### config.mk
export PLATFORM = sky130hd
export DESIGN_NAME = lnbsl_slave
export DESIGN_NICKNAME = d
export VERILOG_FILES = /design/src/hdl/lnbsl_pkg.sv /design/src/hdl/lnbsl_sync.sv /design/src/hdl/lnbsl_fault_latch.sv /design/src/hdl/lnbsl_slave.sv
export SDC_FILE = /design/constraint.sdc
export NUM_CORES = 1
export LEC_CHECK = 0
export BUFFER_PORTS_ARGS = -buffer_cell sky130_fd_sc_hd__buf_2
export CORE_MARGIN = 3
export CORE_UTILIZATION = 30
export DETAILED_ROUTE_END_ITERATION = 10
export MAX_ROUTING_LAYER = met4
export PLACE_DENSITY = 0.5
export RECOVER_POWER = 50
export SYNTH_ARGS = -nofsm -noshare
export SYNTH_HDL_FRONTEND = slang
export SYNTH_SLANG_ARGS = --single-unit
### constraint.sdc
create_clock -name CORE_CLK -period 2.3 [get_ports CORE_CLK]
set_clock_uncertainty 0.1 [all_clocks]
set_input_delay 0.345 -clock CORE_CLK [delete_from_list [all_inputs] [get_ports CORE_CLK]]
set_output_delay 0.345 -clock CORE_CLK [all_outputs]
set_load 0.01 [all_outputs]
### src/hdl/lnbsl_pkg.sv
package lnbsl_pkg;

  // ----------------------------------------------------------------
  // register map and bus constants
  // ----------------------------------------------------------------
  localparam logic [7:0] CTRL_INDEX      = 8'h00;
  localparam logic [7:0] STAT_INDEX      = 8'h00;
  localparam logic [7:0] CTRL_RESET      = 8'h00;
  localparam logic [4:0] TARGET_ID_FIXED = 5'h02;
  localparam int         SYNC_STAGES     = 2;

  // ----------------------------------------------------------------
  // status layout
  // ----------------------------------------------------------------
  localparam int         STAT_UV_BIT     = 0;
  localparam int         STAT_OC_BIT     = 1;
  localparam int         STAT_TH_BIT     = 2;
  localparam int         FAULT_COUNT     = 3;

  typedef enum logic [1:0] {
    KIND_ADDR  = 2'b00,
    KIND_INDEX = 2'b01,
    KIND_DATA  = 2'b10
  } lnbsl_kind_e;

  typedef enum logic [2:0] {
    ST_IDLE   = 3'b000,
    ST_RECV   = 3'b001,
    ST_CHECK  = 3'b010,
    ST_ACK    = 3'b011,
    ST_SEND   = 3'b100,
    ST_MACK   = 3'b101,
    ST_IGNORE = 3'b110
  } lnbsl_state_e;

endpackage : lnbsl_pkg

### src/hdl/lnbsl_sync.sv
`timescale 1ns/1ps
module lnbsl_sync #(
  parameter int               WIDTH     = 1,
  parameter logic [WIDTH-1:0] RESET_VAL = '1
) (
  input  wire logic             clk,
  input  wire logic             reset,
  input  wire logic [WIDTH-1:0] async_in,
  output logic      [WIDTH-1:0] sync_out
);

  // ----------------------------------------------------------------
  // two-flop synchroniser, first stage read only by the second
  // ----------------------------------------------------------------
  logic [WIDTH-1:0] meta_r;

  always_ff @(posedge clk) begin
    if (reset) begin
      // reset to the idle level of the input, so no false edge follows reset
      meta_r   <= RESET_VAL;
      sync_out <= RESET_VAL;
    end else begin
      meta_r   <= async_in;
      sync_out <= meta_r;
    end
  end

endmodule : lnbsl_sync

### src/hdl/lnbsl_fault_latch.sv
`timescale 1ns/1ps
module lnbsl_fault_latch
  import lnbsl_pkg::*;
#(
  parameter int N = FAULT_COUNT
) (
  input  wire logic         clk,
  input  wire logic         reset,
  input  wire logic [N-1:0] fault_level,
  input  wire logic         clear_pulse,
  input  wire logic [N-1:0] clear_mask,
  output logic      [N-1:0] latched_r,
  output logic              irq_r
);

  // ----------------------------------------------------------------
  // sticky fault bits, a live fault beats the clear
  // ----------------------------------------------------------------
  genvar g;
  generate
    for (g = 0; g < N; g++) begin : g_bit
      always_ff @(posedge clk) begin
        if (reset) begin
          latched_r[g] <= 1'b0;
        end else if (fault_level[g]) begin
          latched_r[g] <= 1'b1;
        end else if (clear_pulse && clear_mask[g]) begin
          latched_r[g] <= 1'b0;
        end
      end
    end
  endgenerate

  always_ff @(posedge clk) begin
    if (reset) begin
      irq_r <= 1'b0;
    end else begin
      irq_r <= |(fault_level | (latched_r & ~({N{clear_pulse}} & clear_mask)));
    end
  end

endmodule : lnbsl_fault_latch

### src/hdl/lnbsl_slave.sv
`timescale 1ns/1ps
// Notes on behaviour
// - clock and data driven open-drain only
// - data changes only while clock low
// - acknowledge good byte by pulling data low
// - bad byte leaves data high: negative acknowledge
// - start falls, stop rises, clock high
// - start or stop restarts the sequence
// - write: address, index, control data bytes
// - address MSB first, write bit zero
// - address upper five fixed, lower two strapped
// - write index must be all zeros
// - control byte acknowledged, then register updated
// - read: address, index, repeated address, status
// - read index must be all zeros
// - repeated address with read bit acknowledged
// - status shifted out MSB first
// - faults latched, interrupt asserted
// - only master acknowledge releases latched faults
module lnbsl_slave
  import lnbsl_pkg::*;
(
  input  wire logic       CORE_CLK,
  input  wire logic       RESET,
  input  wire logic       SCL,
  input  wire logic       SDA_IN,
  output logic            SDA_OUT,
  output logic            SDA_OE,
  output logic            SCL_OUT,
  output logic            SCL_OE,
  input  wire logic [1:0] ADDR_SEL,
  input  wire logic       UNDERVOLTAGE_FAULT,
  input  wire logic       OVERCURRENT_FAULT,
  input  wire logic       THERMAL_FAULT,
  output logic      [7:0] CONTROL_SETTINGS,
  output logic            CONTROL_STROBE,
  output logic      [7:0] FAULT_STATUS,
  output logic            IRQ_N_OUT,
  output logic            IRQ_N_OE
);

  // ----------------------------------------------------------------
  // pin synchronisers
  // ----------------------------------------------------------------
  logic [1:0]             line_sync;
  logic [1:0]             strap_sync;
  logic [FAULT_COUNT-1:0] fault_sync;
  logic                   scl_h;
  logic                   sda_h;

  lnbsl_sync #(.WIDTH(2)) u_line_sync (
    .clk      (CORE_CLK),
    .reset    (RESET),
    .async_in ({SCL, SDA_IN}),
    .sync_out (line_sync)
  );

  lnbsl_sync #(.WIDTH(2)) u_strap_sync (
    .clk      (CORE_CLK),
    .reset    (RESET),
    .async_in (ADDR_SEL),
    .sync_out (strap_sync)
  );

  // faults idle low; a high reset level would latch every fault after reset
  lnbsl_sync #(.WIDTH(FAULT_COUNT), .RESET_VAL('0)) u_fault_sync (
    .clk      (CORE_CLK),
    .reset    (RESET),
    .async_in ({THERMAL_FAULT, OVERCURRENT_FAULT, UNDERVOLTAGE_FAULT}),
    .sync_out (fault_sync)
  );

  assign scl_h = line_sync[1];
  assign sda_h = line_sync[0];

  // ----------------------------------------------------------------
  // edge and condition detection
  // ----------------------------------------------------------------
  logic scl_d_r;
  logic sda_d_r;
  logic sda_dd_r;
  logic scl_rise;
  logic scl_fall;
  logic start_cond;
  logic stop_cond;

  always_ff @(posedge CORE_CLK) begin
    if (RESET) begin
      scl_d_r  <= 1'b1;
      sda_d_r  <= 1'b1;
      sda_dd_r <= 1'b1;
    end else begin
      scl_d_r  <= scl_h;
      sda_d_r  <= sda_h;
      sda_dd_r <= sda_d_r;
    end
  end

  assign scl_rise   = scl_h & ~scl_d_r;
  assign scl_fall   = ~scl_h & scl_d_r;
  // both conditions need the clock high in the two samples after the data edge
  // data runs one sample behind, so a zero-hold data change right after
  // the clock falls is never taken for a start or stop
  assign start_cond = scl_h & scl_d_r & sda_dd_r & ~sda_d_r;
  assign stop_cond  = scl_h & scl_d_r & ~sda_dd_r & sda_d_r;

  // ----------------------------------------------------------------
  // strap capture, once after reset release
  // ----------------------------------------------------------------
  logic [1:0] strap_r;
  logic       strap_taken_r;
  logic [1:0] strap_wait_r;

  always_ff @(posedge CORE_CLK) begin
    if (RESET) begin
      strap_r       <= 2'h0;
      strap_taken_r <= 1'b0;
      strap_wait_r  <= 2'h0;
    end else if (!strap_taken_r) begin
      // the synchroniser must refill with the pin level before the capture
      if (strap_wait_r == 2'(SYNC_STAGES)) begin
        strap_r       <= strap_sync;
        strap_taken_r <= 1'b1;
      end else begin
        strap_wait_r <= strap_wait_r + 2'h1;
      end
    end
  end

  // ----------------------------------------------------------------
  // fault latch
  // ----------------------------------------------------------------
  logic [FAULT_COUNT-1:0] status_bits;
  logic                   irq_level;
  logic                   clear_r;
  logic [FAULT_COUNT-1:0] snap_r;
  logic [7:0]             status_byte;

  lnbsl_fault_latch #(.N(FAULT_COUNT)) u_fault_latch (
    .clk         (CORE_CLK),
    .reset       (RESET),
    .fault_level (fault_sync),
    .clear_pulse (clear_r),
    .clear_mask  (snap_r),
    .latched_r   (status_bits),
    .irq_r       (irq_level)
  );

  // unused upper bits read as zero
  assign status_byte = {{(8-FAULT_COUNT){1'b0}}, status_bits};

  // ----------------------------------------------------------------
  // transfer sequencer
  // ----------------------------------------------------------------
  lnbsl_state_e state_r;
  lnbsl_kind_e  kind_r;
  logic [2:0]   cnt_r;
  logic [7:0]   shift_r;
  logic         read_dir_r;
  logic         sda_oe_r;
  logic [7:0]   ctrl_r;
  logic         ctrl_stb_r;
  logic         addr_match;
  logic         ack_good;

  // ----------------------------------------------------------------
  // acknowledge decision
  // ----------------------------------------------------------------
  // upper five bits fixed, lower two from strap, eighth bit is direction
  assign addr_match = (shift_r[7:3] == TARGET_ID_FIXED) && (shift_r[2:1] == strap_r);

  always_comb begin
    case (kind_r)
      KIND_ADDR:  ack_good = addr_match;
      KIND_INDEX: ack_good = (shift_r == (read_dir_r ? STAT_INDEX : CTRL_INDEX));
      KIND_DATA:  ack_good = 1'b1;
      default:    ack_good = 1'b0;
    endcase
  end

  always_ff @(posedge CORE_CLK) begin
    if (RESET) begin
      state_r    <= ST_IDLE;
      kind_r     <= KIND_ADDR;
      cnt_r      <= 3'h0;
      shift_r    <= 8'h00;
      read_dir_r <= 1'b0;
      sda_oe_r   <= 1'b0;
      snap_r     <= '0;
      clear_r    <= 1'b0;
    end else begin
      clear_r <= 1'b0;
      if (start_cond) begin
        // restart at the address byte, dropping any drive on data
        state_r  <= ST_RECV;
        kind_r   <= KIND_ADDR;
        cnt_r    <= 3'h0;
        sda_oe_r <= 1'b0;
      end else if (stop_cond) begin
        state_r  <= ST_IDLE;
        cnt_r    <= 3'h0;
        sda_oe_r <= 1'b0;
      end else begin
        case (state_r)
          ST_RECV: begin
            if (scl_rise) begin
              shift_r <= {shift_r[6:0], sda_h};
              cnt_r   <= cnt_r + 3'h1;
              if (cnt_r == 3'h7) begin
                state_r <= ST_CHECK;
              end
            end
          end
          ST_CHECK: begin
            // decide on the falling edge so data moves only with clock low
            if (scl_fall) begin
              if (ack_good) begin
                sda_oe_r <= 1'b1;
                state_r  <= ST_ACK;
                if (kind_r == KIND_ADDR) begin
                  read_dir_r <= shift_r[0];
                end
              end else begin
                sda_oe_r <= 1'b0;
                state_r  <= ST_IGNORE;
              end
            end
          end
          ST_ACK: begin
            if (scl_fall) begin
              cnt_r <= 3'h0;
              if (kind_r == KIND_ADDR && read_dir_r) begin
                // byte and clear mask from one vector: nothing is cleared unseen
                shift_r  <= status_byte;
                snap_r   <= status_bits;
                sda_oe_r <= ~status_byte[7];
                state_r  <= ST_SEND;
              end else begin
                sda_oe_r <= 1'b0;
                case (kind_r)
                  KIND_ADDR: begin
                    kind_r  <= KIND_INDEX;
                    state_r <= ST_RECV;
                  end
                  KIND_INDEX: begin
                    // index not stored; a repeated start may now turn to a read
                    kind_r  <= KIND_DATA;
                    state_r <= ST_RECV;
                  end
                  default: begin
                    state_r <= ST_IGNORE;
                  end
                endcase
              end
            end
          end
          ST_SEND: begin
            if (scl_fall) begin
              if (cnt_r == 3'h7) begin
                sda_oe_r <= 1'b0;
                state_r  <= ST_MACK;
              end else begin
                cnt_r    <= cnt_r + 3'h1;
                shift_r  <= {shift_r[6:0], 1'b0};
                sda_oe_r <= ~shift_r[6];
              end
            end
          end
          ST_MACK: begin
            if (scl_rise) begin
              // a negative acknowledge keeps the faults latched
              clear_r <= ~sda_h;
              state_r <= ST_IGNORE;
            end
          end
          ST_IGNORE, ST_IDLE: begin
            sda_oe_r <= 1'b0;
          end
          default: begin
            state_r  <= ST_IDLE;
            sda_oe_r <= 1'b0;
          end
        endcase
      end
    end
  end

  // ----------------------------------------------------------------
  // control register update at the end of its acknowledge
  // ----------------------------------------------------------------
  always_ff @(posedge CORE_CLK) begin
    if (RESET) begin
      ctrl_r     <= CTRL_RESET;
      ctrl_stb_r <= 1'b0;
    end else begin
      ctrl_stb_r <= 1'b0;
      if (!start_cond && !stop_cond && state_r == ST_ACK && kind_r == KIND_DATA
          && scl_fall) begin
        ctrl_r     <= shift_r;
        ctrl_stb_r <= 1'b1;
      end
    end
  end

  // ----------------------------------------------------------------
  // pin outputs, open-drain only, line pulled low while enabled
  // ----------------------------------------------------------------
  always_ff @(posedge CORE_CLK) begin
    if (RESET) begin
      SDA_OUT   <= 1'b0;
      SDA_OE    <= 1'b0;
      SCL_OUT   <= 1'b0;
      SCL_OE    <= 1'b0;
      IRQ_N_OUT <= 1'b0;
      IRQ_N_OE  <= 1'b0;
    end else begin
      SDA_OUT   <= 1'b0;
      SDA_OE    <= sda_oe_r;
      SCL_OUT   <= 1'b0;
      SCL_OE    <= 1'b0;
      IRQ_N_OUT <= 1'b0;
      IRQ_N_OE  <= irq_level;
    end
  end

  // ----------------------------------------------------------------
  // register outputs
  // ----------------------------------------------------------------
  always_ff @(posedge CORE_CLK) begin
    if (RESET) begin
      CONTROL_SETTINGS <= CTRL_RESET;
      CONTROL_STROBE   <= 1'b0;
      FAULT_STATUS     <= 8'h00;
    end else begin
      CONTROL_SETTINGS <= ctrl_r;
      CONTROL_STROBE   <= ctrl_stb_r;
      FAULT_STATUS     <= status_byte;
    end
  end

endmodule : lnbsl_slave

# == Word-level counts from Yosys, hierarchy flattened ==
# Cells that the tools add are included.
# totals
output_inout_bits,23
wordCells,168
ff_bits,76
# op_classes
reduce_logical,36
muxes,42
n_eq_ne,29
bitwise,26
n_addsub,2
# op_table
op,n
two-way mux 3 bit,14
two-way mux 8 bit,5
inequality test 4 bit (second input constant),7
case mux 8 bit (3 select lines),1
AND reduction 8 bit,3
inequality test 2 bit (second input constant),9
case mux 3 bit (6 select lines),1
two-way mux 1 bit,17
inverter 1 bit,15
AND reduction 5 bit,3
equality test 3 bit (second input constant),4
logical AND 1 bit,9
case mux 3 bit (3 select lines),1
zero test 8 bit,1
nonzero test 2 bit,4
OR reduction 2 bit,4
AND 1 bit,7
AND 3 bit,2
equality test 3 x 2 -> 1 bit (second input constant),2
AND reduction 6 bit,1
OR reduction 3 bit,2
equality test 5 x 2 -> 1 bit (second input constant),1
OR reduction 5 bit,1
equality test 2 bit (second input constant),2
17 further kinds,19

# == Depth between registers and ports, before layout ==
# logic_depth
depth_word,9
mapped_depth,8
mapped_depth_nobuf,7

# == Hierarchy ==
# A second synthesis with hierarchy kept.
# hier_totals
hier_cells,287
hier_area_um2,2827.7
# by_module_without_submodules
mod,n_inst,seq_area_each_um2,cells_per_inst,area_each_um2
lnbsl_slave,1,1061.0,245,2324.7
lnbsl_sync (u_line_sync ...),2,80.1,8,105.1
lnbsl_sync (u_fault_sync),1,120.1,12,157.7
lnbsl_fault_latch,1,80.1,14,135.1

# == Worst setup path before layout ==
# OpenSTA, ideal clock, no wires.
# synth_timing
path_type,register to register
from,register cnt_r[0]
to,register shift_r[0]
required_time_ps,2130
setup_time_ps,70
stages_incl_launch_ff,7
period_less_slack_ps,1916
path_slack_ps,384
arrival_ps,1746
path_cell_list,dfxtp_1 > ha_1 > ha_1 > o22a_1 > o21a_1 > or4_1 > a21oi_1
# synth_via
elab_chain_cells,3
# synth_rtl
item,line,rtl
"start, declared",lnbsl_slave.sv:157,logic [2:0] cnt_r;
"start signal, assigned",lnbsl_slave.sv:208,cnt_r <= cnt_r + 3'h1;
"start signal, assigned",lnbsl_slave.sv:263,cnt_r <= cnt_r + 3'h1;
equality test 3 bit,lnbsl_slave.sv:259,if (cnt_r == 3'h7) begin
inequality test 2 bit (no source line),-,
AND reduction 8 bit (no source line),-,
"end signal, assigned",lnbsl_slave.sv:207,"shift_r <= {shift_r[6:0], sda_h};"
"end signal, assigned",lnbsl_slave.sv:234,shift_r <= status_byte;
"end signal, assigned",lnbsl_slave.sv:264,"shift_r <= {shift_r[6:0], 1'b0};"
"end, declared",lnbsl_slave.sv:158,logic [7:0] shift_r;
# Every way passes these cells.
# A chain may end at the register's enable or synchronous reset.

# == Worst setup path after layout ==
# layout_timing
from,register shift_r[5]
to,register state_r[0]
# layout_via
elab_chain_cells,8
word_cells_on_any_way,9
classes_between,1 x eq/ne; 6 x mux; 2 x reduce/logical
# layout_rtl
item,line,rtl
equality test 5 x 2 -> 1 bit,lnbsl_slave.sv:170,assign addr_match = (shift_r[7:3] == TARGET_ID_FIXED) && (shift_r[2:1] == strap_r);
logical AND 1 bit,lnbsl_slave.sv:170,
case mux 1 bit (3 select lines) *,lnbsl_slave.sv:173,case (kind_r)
two-way mux 3 bit *,lnbsl_slave.sv:217,if (ack_good) begin
two-way mux 3 bit *,lnbsl_slave.sv:216,if (scl_fall) begin
case mux 3 bit (6 select lines) *,lnbsl_slave.sv:204,case (state_r)
two-way mux 1 bit *,lnbsl_slave.sv:199,end else if (stop_cond) begin
two-way mux 1 bit *,lnbsl_slave.sv:193,if (start_cond) begin
"end signal, assigned",lnbsl_slave.sv:195,state_r <= ST_RECV;
"end signal, assigned",lnbsl_slave.sv:200,state_r <= ST_IDLE;
"end signal, assigned",lnbsl_slave.sv:219,state_r <= ST_ACK;
"end, declared",lnbsl_slave.sv:155,lnbsl_state_e state_r;
# Every way passes the cells marked *; elsewhere a longest branch is shown, timed or not. The select of a mux whose other input is x is not followed.

==> run_results.csv <==
group,metric,value,unit
status,outcome,"finished clean",
route,wl_per_cell,12.66,microns
power,p_comb_share,6.7,%
setup_path,critical_path_class,"reg -> reg",
setup_path,reg2regPathDepth,5,
layout,drive_above_1_share,17.99,%
yosys,synthTopCellsByArea,"dfxtp_1, mux2i_1, nor2_1, nor2b_1, a21oi_1",
power,pwr-share-seq,51.4,%
yosys,synth_top_area_share,51.13,%
yosys,synthTopCellsByCount,"dfxtp_1, nor2_1, nor2b_1",
yosys,yosysWarnings,0,
layout,diodes,0,
power,power.internal,1960,uW
power,p_switching,582.4,uW
yosys,postSynthAreaPerCell,9.424,sq um
yosys,yosysTopAreaCell,"dfxtp_1",
power,power_frac_clock,41.9,%
flow_run,cap_violations,0,
layout,multiInputGateArea,0.001236,sq mm
layout,final_cells,436,
die,floorplan.initialDensity,31.42,%
clocking,ctsHoldBuffers,0,
yosys,yosysSeqAreaShare,51.13,%
power,ir_drop,321.9,uV
route,antenna_left,0,
sta,report.final.hold_viol_count,0,
clocking,h-tree-depth,3,
die,die_h,102.3,microns
route,wirelength,5.521,mm
die,ioPinCount,32,
layout,nets,336,
die,core,0.008848,sq mm
route,first_pass_iters,4,
yosys,synth_cell_types,49,
route,num_vias,1997,
layout,num-fill-cells,923,
yosys,synthCells,295,
setup_path,required,2.46,ns
sta,worstMarginPinSlew,0.7642,ns
route,viasPerCell,4.580,
sta,hold_slack,0.07703,ns
clocking,cts-root-buf,"clkbuf_8",
placed_design,dp_hpwl,3.883,mm
clocking,path_clk_slew,0.08,ns
grt,gr-total-overflow,0,
sta,slew_viol_final,0,
sta,period_minus_slack,2.067,ns
route,drc_errors,0,
yosys,synth-edff-count,0,
placed_design,gp_congestion,0.8577,
clocking,cts-resized-gates,0,
sta,timing.final.crit_share,89.86,%
clocking,cts_made_buffers,9,
sta,setup_viol,0,
yosys,synth-seq-cells,71,
yosys,synth-async-reset-ratio,0,%
placed_design,port_buffers,22,
yosys,synthFlopType,"dfxtp_1",
layout,seq_area,0.001421,sq mm
clocking,postCtsSetupRepairBufs,0,
grt,grt_usage,12.13,%
clocking,cts.sinks,71,
min_path,hold_depth,2,
setup_path,path_max_fanout,4,
power,power.static_leakage,0.001278,uW
grt,grt_pass1_vias,1863,
yosys,synth_area,0.002780,sq mm
grt,antenna_found_initial,0,
grt,grt_pass1_wl,9.404,mm
setup_path,endpoint_kind,"flop",
die,die_area,0.01046,sq mm
clocking,cts_tree,"done",
route,drt_iter0_markers,75,
min_path,min_path_type,"in -> reg",
setup_path,critPathLaunchType,"flop",
sta,fmax,483.8,MHz
clocking,insertion_delay,0.34,ns
sta,rsz0062_at_grt,"no",
power,finalPower,2542,uW
die,rows,34,
yosys,yosysMostFrequentCell,"dfxtp_1",
clocking,max-clock-path-buffers,2,
layout,syn_to_final_growth,15.12,%
die,die_w,102.3,microns
power,sw_frac_of_total,22.91,%
sta,setup_tns,0,ns
grt,grt_max_degree,33,
placed_design,place_inst,421,
sta,relSlewSlack,49.05,%
setup_path,arrival,2.23,ns
power,p_per_area,794.2,mW/mm^2
## metal layers
layer	vias to the layer above	GRT usage (%)	routed length, microns
met4	0	5.550	128
met3	12	3.754	261
met5	-	-	0
met1	895	15.79	2742
met2	40	17.14	2388
li1	1050	-	-
## state kept, by name, indices dropped and copies added, names as in the netlist, 3 cells and up
name,count
shift_r,8
cnt_r,3
snap_r,3
FAULT_STATUS,3
u_fault_sync.meta_r,3
state_r,3
u_fault_sync.sync_out,3
u_fault_latch.latched_r,3
CONTROL_SETTINGS,8
ctrl_r,8
## area by class of cell
cell class / instances / area share [%]
clock buffer: 9 / 3.870
clock inverter: 6 / 2.697
inverter: 5 / 0.5864
multi-input combinational: 204 / 38.62
sequential: 71 / 44.41
tap: 108 / 4.222
timing repair buffer: 33 / 5.590
## power by group through the flow
stage	registers (uW)	logic (uW)	clock network, uW
floorplan	1330	146	0
CTS	1310	174	1100
detailed placement	1340	172	0
global route	1310	196	1160
global placement	1340	170	0
finish	1310	170	1070
## stage by stage
step                      setup slack (ns)  utilization (%)  area (sq um)
final                               0.2331            36.17          3201
after global routing                0.1458            36.17          3201
after CTS                           0.2807            36.33          3214
after detailed placement            0.2927            33.95          3004
after global placement              0.3024            33.95          3004
after floorplan                     0.3836                -          2810
## worst max-delay path, stage by stage, from the launching register on
cell and delay (ns):
dfxtp_1 0.34, nor4_1 0.50, nand4_1 0.24, a22o_1 0.30
a221o_1 0.32, a211oi_1 0.19
## placed cells by master (no fill, tap or decap), drive strengths merged, types with 2 or more instances in the layout
| cell type | n |
|---|---|
| dfxtp | 71 |
| nor2 | 39 |
| buf | 25 |
| nor2b | 21 |
| a21oi | 19 |
| clkbuf | 17 |
| mux2i | 16 |
| or2 | 15 |
| nand2 | 14 |
| o21ai | 11 |
| conb | 9 |
| nand3 | 8 |
| nand2b | 7 |
| a211oi | 5 |
| nor3 | 5 |
| inv | 4 |
| xnor2 | 4 |
| clkinv | 4 |
| a32o | 3 |
| ha | 3 |
| o21a | 2 |
| or4 | 2 |
| bufinv | 2 |
| nand3b | 2 |
## final timing paths
| kind | startpoint | to | slack [ns] |
|---|---|---|---|
| worst max-delay path | shift_r[5]$_SDFFE_PP0P_ | state_r[0]$_SDFFE_PP0P_ | 0.23 |
| worst min-delay path | SDA_IN | u_line_sync.meta_r[0]$_SDFF_PP1_ | 0.08 |
| worst max register to register | shift_r[5]$_SDFFE_PP0P_ | state_r[0]$_SDFFE_PP0P_ | 0.23 |
| worst min register to register | u_line_sync.meta_r[0]$_SDFF_PP1_ | u_line_sync.sync_out[0]$_SDFF_PP1_ | 0.31 |
## cell families after synthesis
| family | after synthesis | synth area share, % |
|---|---|---|
| muxes | 16 | 5.760 |
| DFF | 71 | 51.12 |
| other | 1 | 0.1349 |
| buffers and inverters | 28 | 5.490 |
| xor gates and xnor gates | 4 | 1.260 |
| and+or+nand+nor | 121 | 23.09 |
| adders and majority gates | 3 | 1.350 |
| AOI/OAI and AO/OA | 51 | 11.79 |
(Power assumes the default switching activity.)
